==> src/inc/mlr_pkg.sv <==
// What this block does
// - Internal loopback when not disabled since reset and select a high, b low; reset enters it.
// - Internal loopback shows status bits 5 and 7 high, bit 6 low.
// - Internal loopback drives transmit disable low, so both line drives high.
// - Internal loopback turns the precoder off; duobinary_off bit reads low.
// - Internal loopback disables silence adder while mgmt_request_n is low.
// - Internal loopback feeds rx_clock to the symbol-clock synchronizer, kept enabled.
// - Internal loopback disables no-transition detector; start delimiter ignores carrier; gain hold still follows.
// - External loopback when not disabled since reset and select a low, b high.
// - External loopback asserts its pin and shows status bits 6 and 7 high, bit 5 low.
// - External loopback: lost carrier does not disable transmitter or force line drives.
// - Equal select bits behave as loopback disabled.
// - Five 8-bit registers, status read-only, bit 0 least significant.
// - Status bits 0-2 capture jabber, fault and bad-input history at reset command.
// - Status bit 3 is inverted carrier detect; bit 4 shows transmitter disabled by reset.
// - Status bits 5,6 show current loopback; bit 7 shows loopback armed by reset.
// - Control bit 0 reads zero; bits 3 to 7 disable codec functions.
// - Output-control bits 0 to 2 disable precoder, bad-input detector, synchronizer.
// - Output-control bits 3 to 7 drive user outputs; reads return pin levels.
// - General I/O reads pin levels; written values drive once pin turns output.
// - Reset clears direction and general I/O registers.
// - Reset sets output-control bits 6,7 and clears bits 5 to 0.
// - Reset sets control bits 5,1, clears others; status bits 7,5,4 set, 6 clear.
// - Direction bit low makes pin input, high makes it output.
// - Write to status register acts as a read and changes nothing.
// - Loopback-disable history cleared on reset, set on loopback-disable command.
package mlr_pkg;
    localparam logic [5:0] ADDR_STATUS = 6'h00;
    localparam logic [5:0] ADDR_CONTROL = 6'h01;
    localparam logic [5:0] ADDR_OUTCTL = 6'h3d;
    localparam logic [5:0] ADDR_GPIO = 6'h3e;
    localparam logic [5:0] ADDR_DIR = 6'h3f;
    localparam logic [7:0] CONTROL_RESET = 8'h22;
    localparam logic [7:0] OUTCTL_RESET = 8'hc0;
    localparam logic [7:0] GPIO_RESET = 8'h00;
    localparam logic [7:0] DIR_RESET = 8'h00;
    localparam int SEL_A_BIT = 1;
    localparam int SEL_B_BIT = 2;
    localparam int SCRAMBLER_OFF_BIT = 3;
    localparam int DESCRAMBLER_OFF_BIT = 4;
    localparam int ADDER_OFF_BIT = 5;
    localparam int SUBTRACTER_OFF_BIT = 6;
    localparam int CORRECTOR_OFF_BIT = 7;
    localparam int DUOBINARY_OFF_BIT = 0;
    localparam int BAD_INPUT_OFF_BIT = 1;
    localparam int SYNC_OFF_BIT = 2;
    localparam int USER_OUT_LSB = 3;
    localparam int SYNC_STAGES = 2;
    typedef enum logic [2:0] {
        MLR_LOOP_NONE = 3'b001,
        MLR_LOOP_INT = 3'b010,
        MLR_LOOP_EXT = 3'b100
    } mlr_loop_type;
endpackage : mlr_pkg

==> src/hdl/mlr_sync.sv <==
`timescale 1ns/1ps
`default_nettype none
module mlr_sync #(
    parameter int WIDTH = 1
) (
    // Clock and reset
    input wire logic core_clk_i,
    input wire logic reset_n_i,
    // Data
    input wire logic [WIDTH-1:0] async_i,
    output logic [WIDTH-1:0] sync_o
);
    logic [WIDTH-1:0] meta_reg;

    always_ff @(posedge core_clk_i or negedge reset_n_i) begin
        if (!reset_n_i) begin
            meta_reg <= '0;
            sync_o <= '0;
        end else begin
            meta_reg <= async_i;
            sync_o <= meta_reg;
        end
    end
endmodule : mlr_sync
`default_nettype wire

==> src/hdl/mlr_regs.sv <==
`timescale 1ns/1ps
`default_nettype none
module mlr_regs (
    // Receive-side clock and pin reset
    input wire logic core_clk_i,
    input wire logic reset_n_i,
    // Commands decoded from the management channel (one-cycle pulses)
    input wire logic reset_cmd_i,
    input wire logic loop_disable_cmd_i,
    input wire logic tx_enable_cmd_i,
    // Register access from the management octet engine
    input wire logic acc_valid_i,
    input wire logic acc_write_i,
    input wire logic [5:0] acc_addr_i,
    input wire logic [7:0] acc_wdata_i,
    output logic [7:0] acc_rdata_o,
    output logic acc_ack_o,
    // Asynchronous pins
    input wire logic jabber_n_i,
    input wire logic fault_n_i,
    input wire logic carrier_detect_i,
    input wire logic mgmt_request_n_i,
    input wire logic [4:0] user_out_level_i,
    input wire logic [7:0] gpio_pin_i,
    // Same-clock inputs from the codec
    input wire logic bad_input_i,
    input wire logic tx_error_off_i,
    input wire logic line_symbol_clock_i,
    input wire logic rx_clock_i,
    input wire logic raw_delim_found_i,
    // Loopback and pin outputs
    output logic int_loop_active_o,
    output logic ext_loop_active_o,
    output logic tx_disable_n_o,
    output logic line_drive_a_o,
    output logic line_drive_b_o,
    output logic [4:0] user_output_o,
    output logic [7:0] gpio_pin_o,
    output logic [7:0] gpio_pin_oe_o,
    // Codec controls
    output logic scrambler_off_o,
    output logic descrambler_off_o,
    output logic silence_adder_off_o,
    output logic silence_subtracter_off_o,
    output logic error_corrector_off_o,
    output logic duobinary_off_o,
    output logic bad_input_detect_off_o,
    output logic sync_disable_o,
    output logic sync_clock_sel_o,
    output logic no_transition_off_o,
    output logic start_delim_found_o,
    output logic gain_hold_n_o
);
    logic [7:0] control_reg;
    logic [7:0] outctl_reg;
    logic [7:0] gpio_reg;
    logic [7:0] dir_reg;
    logic [2:0] hist_reg;
    logic tx_off_reg;
    logic loop_disabled_reg;
    logic jabber_seen_reg;
    logic fault_seen_reg;
    logic bad_seen_reg;
    logic [7:0] status_flags;
    logic [16:0] pins_s;
    logic jabber_n_s;
    logic fault_n_s;
    logic carrier_s;
    logic mreq_n_s;
    logic [4:0] uout_s;
    logic [7:0] gpio_s;
    logic sel_a;
    logic sel_b;
    mlr_pkg::mlr_loop_type loop_mode;
    logic int_loop;
    logic ext_loop;
    logic loop_armed;
    logic tx_off_now;

    // Every pin passes two flops; low-active pins enter inverted so reset reads idle
    mlr_sync #(
        .WIDTH(17)
    ) u_pin_sync (
        .core_clk_i(core_clk_i),
        .reset_n_i(reset_n_i),
        .async_i({gpio_pin_i, user_out_level_i, ~mgmt_request_n_i, carrier_detect_i, ~fault_n_i, ~jabber_n_i}),
        .sync_o(pins_s)
    );
    assign jabber_n_s = ~pins_s[0];
    assign fault_n_s = ~pins_s[1];
    assign carrier_s = pins_s[2];
    assign mreq_n_s = ~pins_s[3];
    assign uout_s = pins_s[8:4];
    assign gpio_s = pins_s[16:9];

    function automatic logic addr_known(input logic [5:0] a);
        addr_known = (a == mlr_pkg::ADDR_STATUS) || (a == mlr_pkg::ADDR_CONTROL) ||
                     (a == mlr_pkg::ADDR_OUTCTL) || (a == mlr_pkg::ADDR_GPIO) ||
                     (a == mlr_pkg::ADDR_DIR);
    endfunction : addr_known

    function automatic logic wr_hit(input logic [5:0] want, input logic v, input logic w,
                                    input logic [5:0] a);
        wr_hit = v && w && (a == want);
    endfunction : wr_hit

    // Loopback mode decode
    assign sel_a = control_reg[mlr_pkg::SEL_A_BIT];
    assign sel_b = control_reg[mlr_pkg::SEL_B_BIT];
    always_comb begin
        if (loop_disabled_reg || (sel_a == sel_b)) begin
            loop_mode = mlr_pkg::MLR_LOOP_NONE;
        end else if (sel_a) begin
            loop_mode = mlr_pkg::MLR_LOOP_INT;
        end else begin
            loop_mode = mlr_pkg::MLR_LOOP_EXT;
        end
    end
    assign int_loop = (loop_mode == mlr_pkg::MLR_LOOP_INT);
    assign ext_loop = (loop_mode == mlr_pkg::MLR_LOOP_EXT);
    assign loop_armed = !loop_disabled_reg;

    // Loopback-disable history
    always_ff @(posedge core_clk_i or negedge reset_n_i) begin
        if (!reset_n_i) begin
            loop_disabled_reg <= 1'b0;
        end else if (reset_cmd_i) begin
            loop_disabled_reg <= 1'b0;
        end else if (loop_disable_cmd_i) begin
            loop_disabled_reg <= 1'b1;
        end
    end

    // Transmitter disabled by reset until enable command
    always_ff @(posedge core_clk_i or negedge reset_n_i) begin
        if (!reset_n_i) begin
            tx_off_reg <= 1'b1;
        end else if (reset_cmd_i) begin
            tx_off_reg <= 1'b1;
        end else if (tx_enable_cmd_i) begin
            tx_off_reg <= 1'b0;
        end
    end

    // Error sources seen since last reset command
    always_ff @(posedge core_clk_i or negedge reset_n_i) begin
        if (!reset_n_i) begin
            jabber_seen_reg <= 1'b0;
            fault_seen_reg <= 1'b0;
            bad_seen_reg <= 1'b0;
        end else if (reset_cmd_i) begin
            jabber_seen_reg <= 1'b0;
            fault_seen_reg <= 1'b0;
            bad_seen_reg <= 1'b0;
        end else begin
            jabber_seen_reg <= jabber_seen_reg | !jabber_n_s;
            fault_seen_reg <= fault_seen_reg | !fault_n_s;
            bad_seen_reg <= bad_seen_reg | (bad_input_i & !outctl_reg[mlr_pkg::BAD_INPUT_OFF_BIT]);
        end
    end

    // History latched only by reset command; the pin reset clears it
    always_ff @(posedge core_clk_i or negedge reset_n_i) begin
        if (!reset_n_i) begin
            hist_reg <= 3'h0;
        end else if (reset_cmd_i) begin
            hist_reg[0] <= jabber_seen_reg | !jabber_n_s;
            hist_reg[1] <= fault_seen_reg | !fault_n_s;
            hist_reg[2] <= (bad_seen_reg | bad_input_i) & !outctl_reg[mlr_pkg::BAD_INPUT_OFF_BIT];
        end
    end

    // Control register, bit 0 never stored
    always_ff @(posedge core_clk_i or negedge reset_n_i) begin
        if (!reset_n_i) begin
            control_reg <= mlr_pkg::CONTROL_RESET;
        end else if (reset_cmd_i) begin
            control_reg <= mlr_pkg::CONTROL_RESET;
        end else if (wr_hit(mlr_pkg::ADDR_CONTROL, acc_valid_i, acc_write_i, acc_addr_i)) begin
            control_reg <= {acc_wdata_i[7:1], 1'b0};
        end
    end

    // Output-control register
    always_ff @(posedge core_clk_i or negedge reset_n_i) begin
        if (!reset_n_i) begin
            outctl_reg <= mlr_pkg::OUTCTL_RESET;
        end else if (reset_cmd_i) begin
            outctl_reg <= mlr_pkg::OUTCTL_RESET;
        end else if (wr_hit(mlr_pkg::ADDR_OUTCTL, acc_valid_i, acc_write_i, acc_addr_i)) begin
            outctl_reg <= acc_wdata_i;
        end
    end

    // General I/O value and direction registers
    always_ff @(posedge core_clk_i or negedge reset_n_i) begin
        if (!reset_n_i) begin
            gpio_reg <= mlr_pkg::GPIO_RESET;
        end else if (reset_cmd_i) begin
            gpio_reg <= mlr_pkg::GPIO_RESET;
        end else if (wr_hit(mlr_pkg::ADDR_GPIO, acc_valid_i, acc_write_i, acc_addr_i)) begin
            gpio_reg <= acc_wdata_i;
        end
    end

    always_ff @(posedge core_clk_i or negedge reset_n_i) begin
        if (!reset_n_i) begin
            dir_reg <= mlr_pkg::DIR_RESET;
        end else if (reset_cmd_i) begin
            dir_reg <= mlr_pkg::DIR_RESET;
        end else if (wr_hit(mlr_pkg::ADDR_DIR, acc_valid_i, acc_write_i, acc_addr_i)) begin
            dir_reg <= acc_wdata_i;
        end
    end

    // Status register assembled from live state
    assign status_flags = {loop_armed, ext_loop, int_loop, tx_off_reg, !carrier_s, hist_reg};

    // Read port; unknown address returns status, status write is a read
    always_ff @(posedge core_clk_i or negedge reset_n_i) begin
        if (!reset_n_i) begin
            acc_rdata_o <= 8'h00;
            acc_ack_o <= 1'b0;
        end else if (acc_valid_i) begin
            acc_ack_o <= addr_known(acc_addr_i);
            if (!addr_known(acc_addr_i) || acc_addr_i == mlr_pkg::ADDR_STATUS) begin
                acc_rdata_o <= status_flags;
            end else if (acc_addr_i == mlr_pkg::ADDR_CONTROL) begin
                acc_rdata_o <= control_reg;
            end else if (acc_addr_i == mlr_pkg::ADDR_OUTCTL) begin
                acc_rdata_o <= {uout_s, outctl_reg[2:1], outctl_reg[0] & !int_loop};
            end else if (acc_addr_i == mlr_pkg::ADDR_GPIO) begin
                acc_rdata_o <= gpio_s;
            end else begin
                acc_rdata_o <= dir_reg;
            end
        end
    end

    // Transmit disable and line drives
    assign tx_off_now = tx_off_reg || tx_error_off_i || (!carrier_s && !ext_loop) || int_loop;
    always_ff @(posedge core_clk_i or negedge reset_n_i) begin
        if (!reset_n_i) begin
            tx_disable_n_o <= 1'b0;
            line_drive_a_o <= 1'b1;
            line_drive_b_o <= 1'b1;
        end else begin
            tx_disable_n_o <= !tx_off_now;
            line_drive_a_o <= tx_off_now;
            line_drive_b_o <= tx_off_now;
        end
    end

    // Pin drivers from registers
    always_ff @(posedge core_clk_i or negedge reset_n_i) begin
        if (!reset_n_i) begin
            user_output_o <= mlr_pkg::OUTCTL_RESET[7:3];
            gpio_pin_o <= mlr_pkg::GPIO_RESET;
            gpio_pin_oe_o <= mlr_pkg::DIR_RESET;
            int_loop_active_o <= 1'b1;
            ext_loop_active_o <= 1'b0;
        end else begin
            user_output_o <= outctl_reg[7:mlr_pkg::USER_OUT_LSB];
            gpio_pin_o <= gpio_reg;
            gpio_pin_oe_o <= dir_reg;
            int_loop_active_o <= int_loop;
            ext_loop_active_o <= ext_loop;
        end
    end

    // Codec feature controls
    always_ff @(posedge core_clk_i or negedge reset_n_i) begin
        if (!reset_n_i) begin
            scrambler_off_o <= 1'b0;
            descrambler_off_o <= 1'b0;
            silence_adder_off_o <= 1'b1;
            silence_subtracter_off_o <= 1'b0;
            error_corrector_off_o <= 1'b0;
            duobinary_off_o <= 1'b1;
            bad_input_detect_off_o <= 1'b0;
            sync_disable_o <= 1'b0;
            no_transition_off_o <= 1'b1;
            sync_clock_sel_o <= 1'b1;
        end else begin
            scrambler_off_o <= control_reg[mlr_pkg::SCRAMBLER_OFF_BIT];
            descrambler_off_o <= control_reg[mlr_pkg::DESCRAMBLER_OFF_BIT];
            silence_adder_off_o <= control_reg[mlr_pkg::ADDER_OFF_BIT] || (loop_mode == mlr_pkg::MLR_LOOP_NONE) ||
                                   (int_loop && !mreq_n_s);
            silence_subtracter_off_o <= control_reg[mlr_pkg::SUBTRACTER_OFF_BIT];
            error_corrector_off_o <= control_reg[mlr_pkg::CORRECTOR_OFF_BIT];
            duobinary_off_o <= outctl_reg[mlr_pkg::DUOBINARY_OFF_BIT] || int_loop;
            bad_input_detect_off_o <= outctl_reg[mlr_pkg::BAD_INPUT_OFF_BIT];
            sync_disable_o <= outctl_reg[mlr_pkg::SYNC_OFF_BIT] && !int_loop;
            no_transition_off_o <= int_loop;
            sync_clock_sel_o <= int_loop;
        end
    end

    // Carrier gating of delimiter and gain hold
    always_ff @(posedge core_clk_i or negedge reset_n_i) begin
        if (!reset_n_i) begin
            start_delim_found_o <= 1'b0;
            gain_hold_n_o <= 1'b0;
        end else begin
            start_delim_found_o <= raw_delim_found_i && (carrier_s || int_loop);
            gain_hold_n_o <= carrier_s;
        end
    end

    // Clock choice itself is steered downstream from sync_clock_sel_o
    logic unused_clk;
    assign unused_clk = line_symbol_clock_i ^ rx_clock_i;
endmodule : mlr_regs
`default_nettype wire

==> config.mk <==
export PLATFORM = sky130hd
export DESIGN_NAME = mlr_regs
export DESIGN_NICKNAME = d
export VERILOG_FILES = /design/src/inc/mlr_pkg.sv /design/src/hdl/mlr_sync.sv /design/src/hdl/mlr_regs.sv
export SDC_FILE = /design/constraint.sdc
export NUM_CORES = 1
export LEC_CHECK = 0
export ABC_AREA = 1
export BUFFER_PORTS_ARGS = -buffer_cell sky130_fd_sc_hd__clkbuf_2
export CORE_UTILIZATION = 45
export DETAILED_ROUTE_END_ITERATION = 6
export GPL_TIMING_DRIVEN = 0
export PLACE_DENSITY_LB_ADDON = 0.2
export SLEW_MARGIN = 20
export SYNTH_ARGS = -nofsm -noshare
export SYNTH_HDL_FRONTEND = slang
export SYNTH_SLANG_ARGS = --single-unit
==> constraint.sdc <==
create_clock -name core_clk_i -period 2 [get_ports core_clk_i]
set_input_delay 0 -clock core_clk_i [delete_from_list [all_inputs] [get_ports core_clk_i]]
set_output_delay 0 -clock core_clk_i [all_outputs]
set_load 0.02 [all_outputs]
==> flow_summary.yaml <==
status:
  status: "finished, final reports clean"
clocking:
  clk_latency_ns: 0.51
  clk_pin_slew_ns: 0.06
  ctsRootBufferMaster: "clkbuf_8"
  post_cts_buffers: 0
  cts_buffers: 17
  cts_num_sinks: 117
  cts.path.max_buffers: 2
  htreeDepth: 4
  cts_tree: "done"
cells_and_area:
  drive_gt1_share_pct: 35.6
  synthToLayoutAreaGrowth_pct: 39.1
  nNetsFinal: 570
  fillers: 754
  final_cells: 669
  n_antenna_cell: 0
  final_area_mm2: 0.00602
  finish.utilization_pct: 64.8
routing:
  routedWlPerCell_um: 13.7
  wirelength_um: 9170
  via_per_inst: 4.60
  drt_first_pass_iters: 4
  drc: 0
  drtIter0Drc: 116
  vias: 3080
  antenna_left: 0
power_and_ir_drop:
  clkPwrFrac_pct: 50.3
  combPwrFrac_pct: 9.4
  vdd_drop_max_v: 0.000669
  power_switching_mw: 1.60
  seq_power_share_pct: 40.2
  total_power_mw: 6.59
  p_int_mw: 4.98
  swShare_pct: 24.3
  power.leakage_nw: 3.00
  power_density_mw_per_mm2: 1090
worst_setup_path:
  critPathMaxStageDelay_ns: 0.56
  reg2reg_to: "acc_rdata_o[5]"
  crit_path_start: "reset_cmd_i"
  crit_required_ns: 2.39
  critPathArrivalTime_ns: 2.16
  path_cells: "dlygate4sd3_1, buf_2, clkinv_1, nand2_1, inv_1, nand2_1, o21ai_0, dlygate4sd3_1"
  slowest_stage: "dlygate4sd3_1"
  crit_fanout: 10
  r2r-start: "control_reg[1]"
  crit_path_end: "outctl_reg[2]"
  cp-start-kind: "input pin"
  critical_path_class: "in -> reg"
  end_kind: "flip-flop"
  ff2ff_setup_slack_ns: 0.24
  reg2regPathDepth: 6
grt:
  grt_pass1_wl_um: 15100
  antenna_found_initial: 0
  grt_pass1_vias: 3049
  grt_use_total_pct: 20.5
  overflow: 0
  grt_max_degree: 70
yosys:
  seq_area_frac_synth_pct: 68.0
  synthCells: 380
  syn_nets: 423
  yosys.cell_types.count: 33
  syn-cell-area_mm2: 0.00432
  syn_avg_cell_area_um2: 11.4
  yosys_warnings: 0
  synth-seq-cells: 117
timing:
  max_freq_mhz: 565
  finalSetupViolations: 0
  skew_ns: 0.00660
  rsz0062_at_grt: "no"
  min_period_ns: 1.77
  finalMaxSlewViolations: 0
  hold_slack_ns: 0.0440
  setup_ws_ns: 0.229
  finalSetupTns_ns: 0
  hold_viol: 0
  finalCritPeriodShare_pct: 88.5
  slew_headroom_pct: 54.1
  tightest_slew_ns: 0.684
floorplan:
  start_util_pct: 46.6
  ios: 90
  fp-row-count: 35
  die_area_mm2: 0.0100
  fp.dieH_um: 100
  die_w_um: 100
  design.core.area_mm2: 0.00928
hold_path:
  min_path_type: "in -> reg"
place:
  dp.cells: 596
  dp_hpwl_um: 6210
  dp_slack_ns: 0.255
  io_buffer_count: 86
  finalWeightedCongestion: 0.836
  post_dp_cell_area_mm2: 0.00495
flow_run:
  max-cap-violations: 0
-- placed cells by master (no fill, tap or decap), types with 6 or more instances in the layout --
cell type,netlist,layout
a21oi_1,12,12
clkbuf_16,0,16
clkbuf_2,0,85
dfrtp_1,106,106
dfstp_2,11,11
dlygate4sd3_1,0,41
inv_1,26,26
inv_6,0,6
nand2_1,83,83
nand2_2,8,8
nand3_1,28,28
nor2_1,22,22
o21ai_0,17,17
o21ai_2,23,23
-- power groups by stage --
stage          registers, mW  clock network, mW  logic (mW)
3_5_place_dp            2.69                  0       0.557
4_1_cts                 2.65               3.37       0.631
2_1_floorplan           2.76                  0       0.224
6_report                2.65               3.32       0.622
5_1_grt                 2.67               3.48       0.685
3_3_place_gp            2.68                  0       0.540
-- synth_stat cells --
library cell  number  area [um2]
o21ai_2           23         201
dfrtp_1          106        2650
nand3_1           28         140
o21bai_4           1        18.8
dfstp_2           11         289
clkbuf_1           2        7.51
inv_2              5        18.8
nand2_4            3        33.8
nor2_8             1        20.0
or2_1              1        6.26
o21ai_0           17        85.1
a21oi_1           12        60.1
inv_1             26        97.6
nor3_1             3        15.0
nor2_1            22        82.6
o22ai_1            1        6.26
o21a_1             1        7.51
nor2_4             3        33.8
o2111ai_1          1        8.76
nor2_2             1        6.26
o211ai_1           1        7.51
or2_2              4        25.0
nand2_1           83         312
buf_6              5        56.3
nand3_4            1        17.5
nand2_2            8        50.1
clkinv_1           1        3.75
clkinv_2           1        5.00
nand4_1            1        6.26
nand3_2            1        10.0
buf_2              2        10.0
o31ai_1            1        7.51
buf_4              3        22.5
-- how the worst min path moves through the flow --
stage                        startpoint                endpoint  slack (ns)  depth (start not counted)
global route              acc_addr_i[4]          control_reg[2]        0.08                          5
global placement    user_out_level_i[2]  u_pin_sync.meta_reg[6]        0.11                          1
floorplan                     reset_n_i               acc_ack_o       -0.30                          0
detailed placement            reset_n_i           gpio_pin_o[6]       -0.03                          1
CTS                       acc_addr_i[3]          control_reg[2]        0.02                          6
finish                    acc_addr_i[3]          control_reg[2]        0.04                          5
-- layer usage --
| metal | global-route usage, % | vias up | part of all wire [%] |
|---|---|---|---|
| li1 | - | 1529 | - |
| met1 | 26.5 | 1445 | 45 |
| met2 | 32.3 | 85 | 49 |
| met3 | 4.94 | 21 | 4.0 |
| met4 | 11.0 | 0 | 2.6 |
| met5 | 0 | - | 0 |
-- repair_timing --
action                     CTS  global route
hold buffers                42             0
setup endpoints to repair    0            16
hold endpoints to repair   170             0
gates resized for setup      0             0
-- worst max-delay path, delay by kind of cell --
family | cells | cell delay (ns)
compound gates | 1 | 0.08
buf+inv | 5 | 1.70
simple gates | 2 | 0.37
-- area by class of cell --
cell class / count / area, um2 / area share (%)
clock buffer: 17 / 414 / 6.88
clock inverter: 15 / 240 / 3.99
inverter: 33 / 125 / 2.08
tap: 129 / 161 / 2.68
sequential: 117 / 2940 / 48.9
buffer: 12 / 96.3 / 1.60
multi-input combinational: 218 / 1160 / 19.3
timing repair buffer: 128 / 877 / 14.6
-- kinds of logic after synthesis --
family	after synthesis	share of synthesized area, %
compound gates	58	9.32
buf+inv	45	5.12
flops	117	68.0
simple gates	160	17.5
Note: power is estimated with default switching activity, not from simulation.
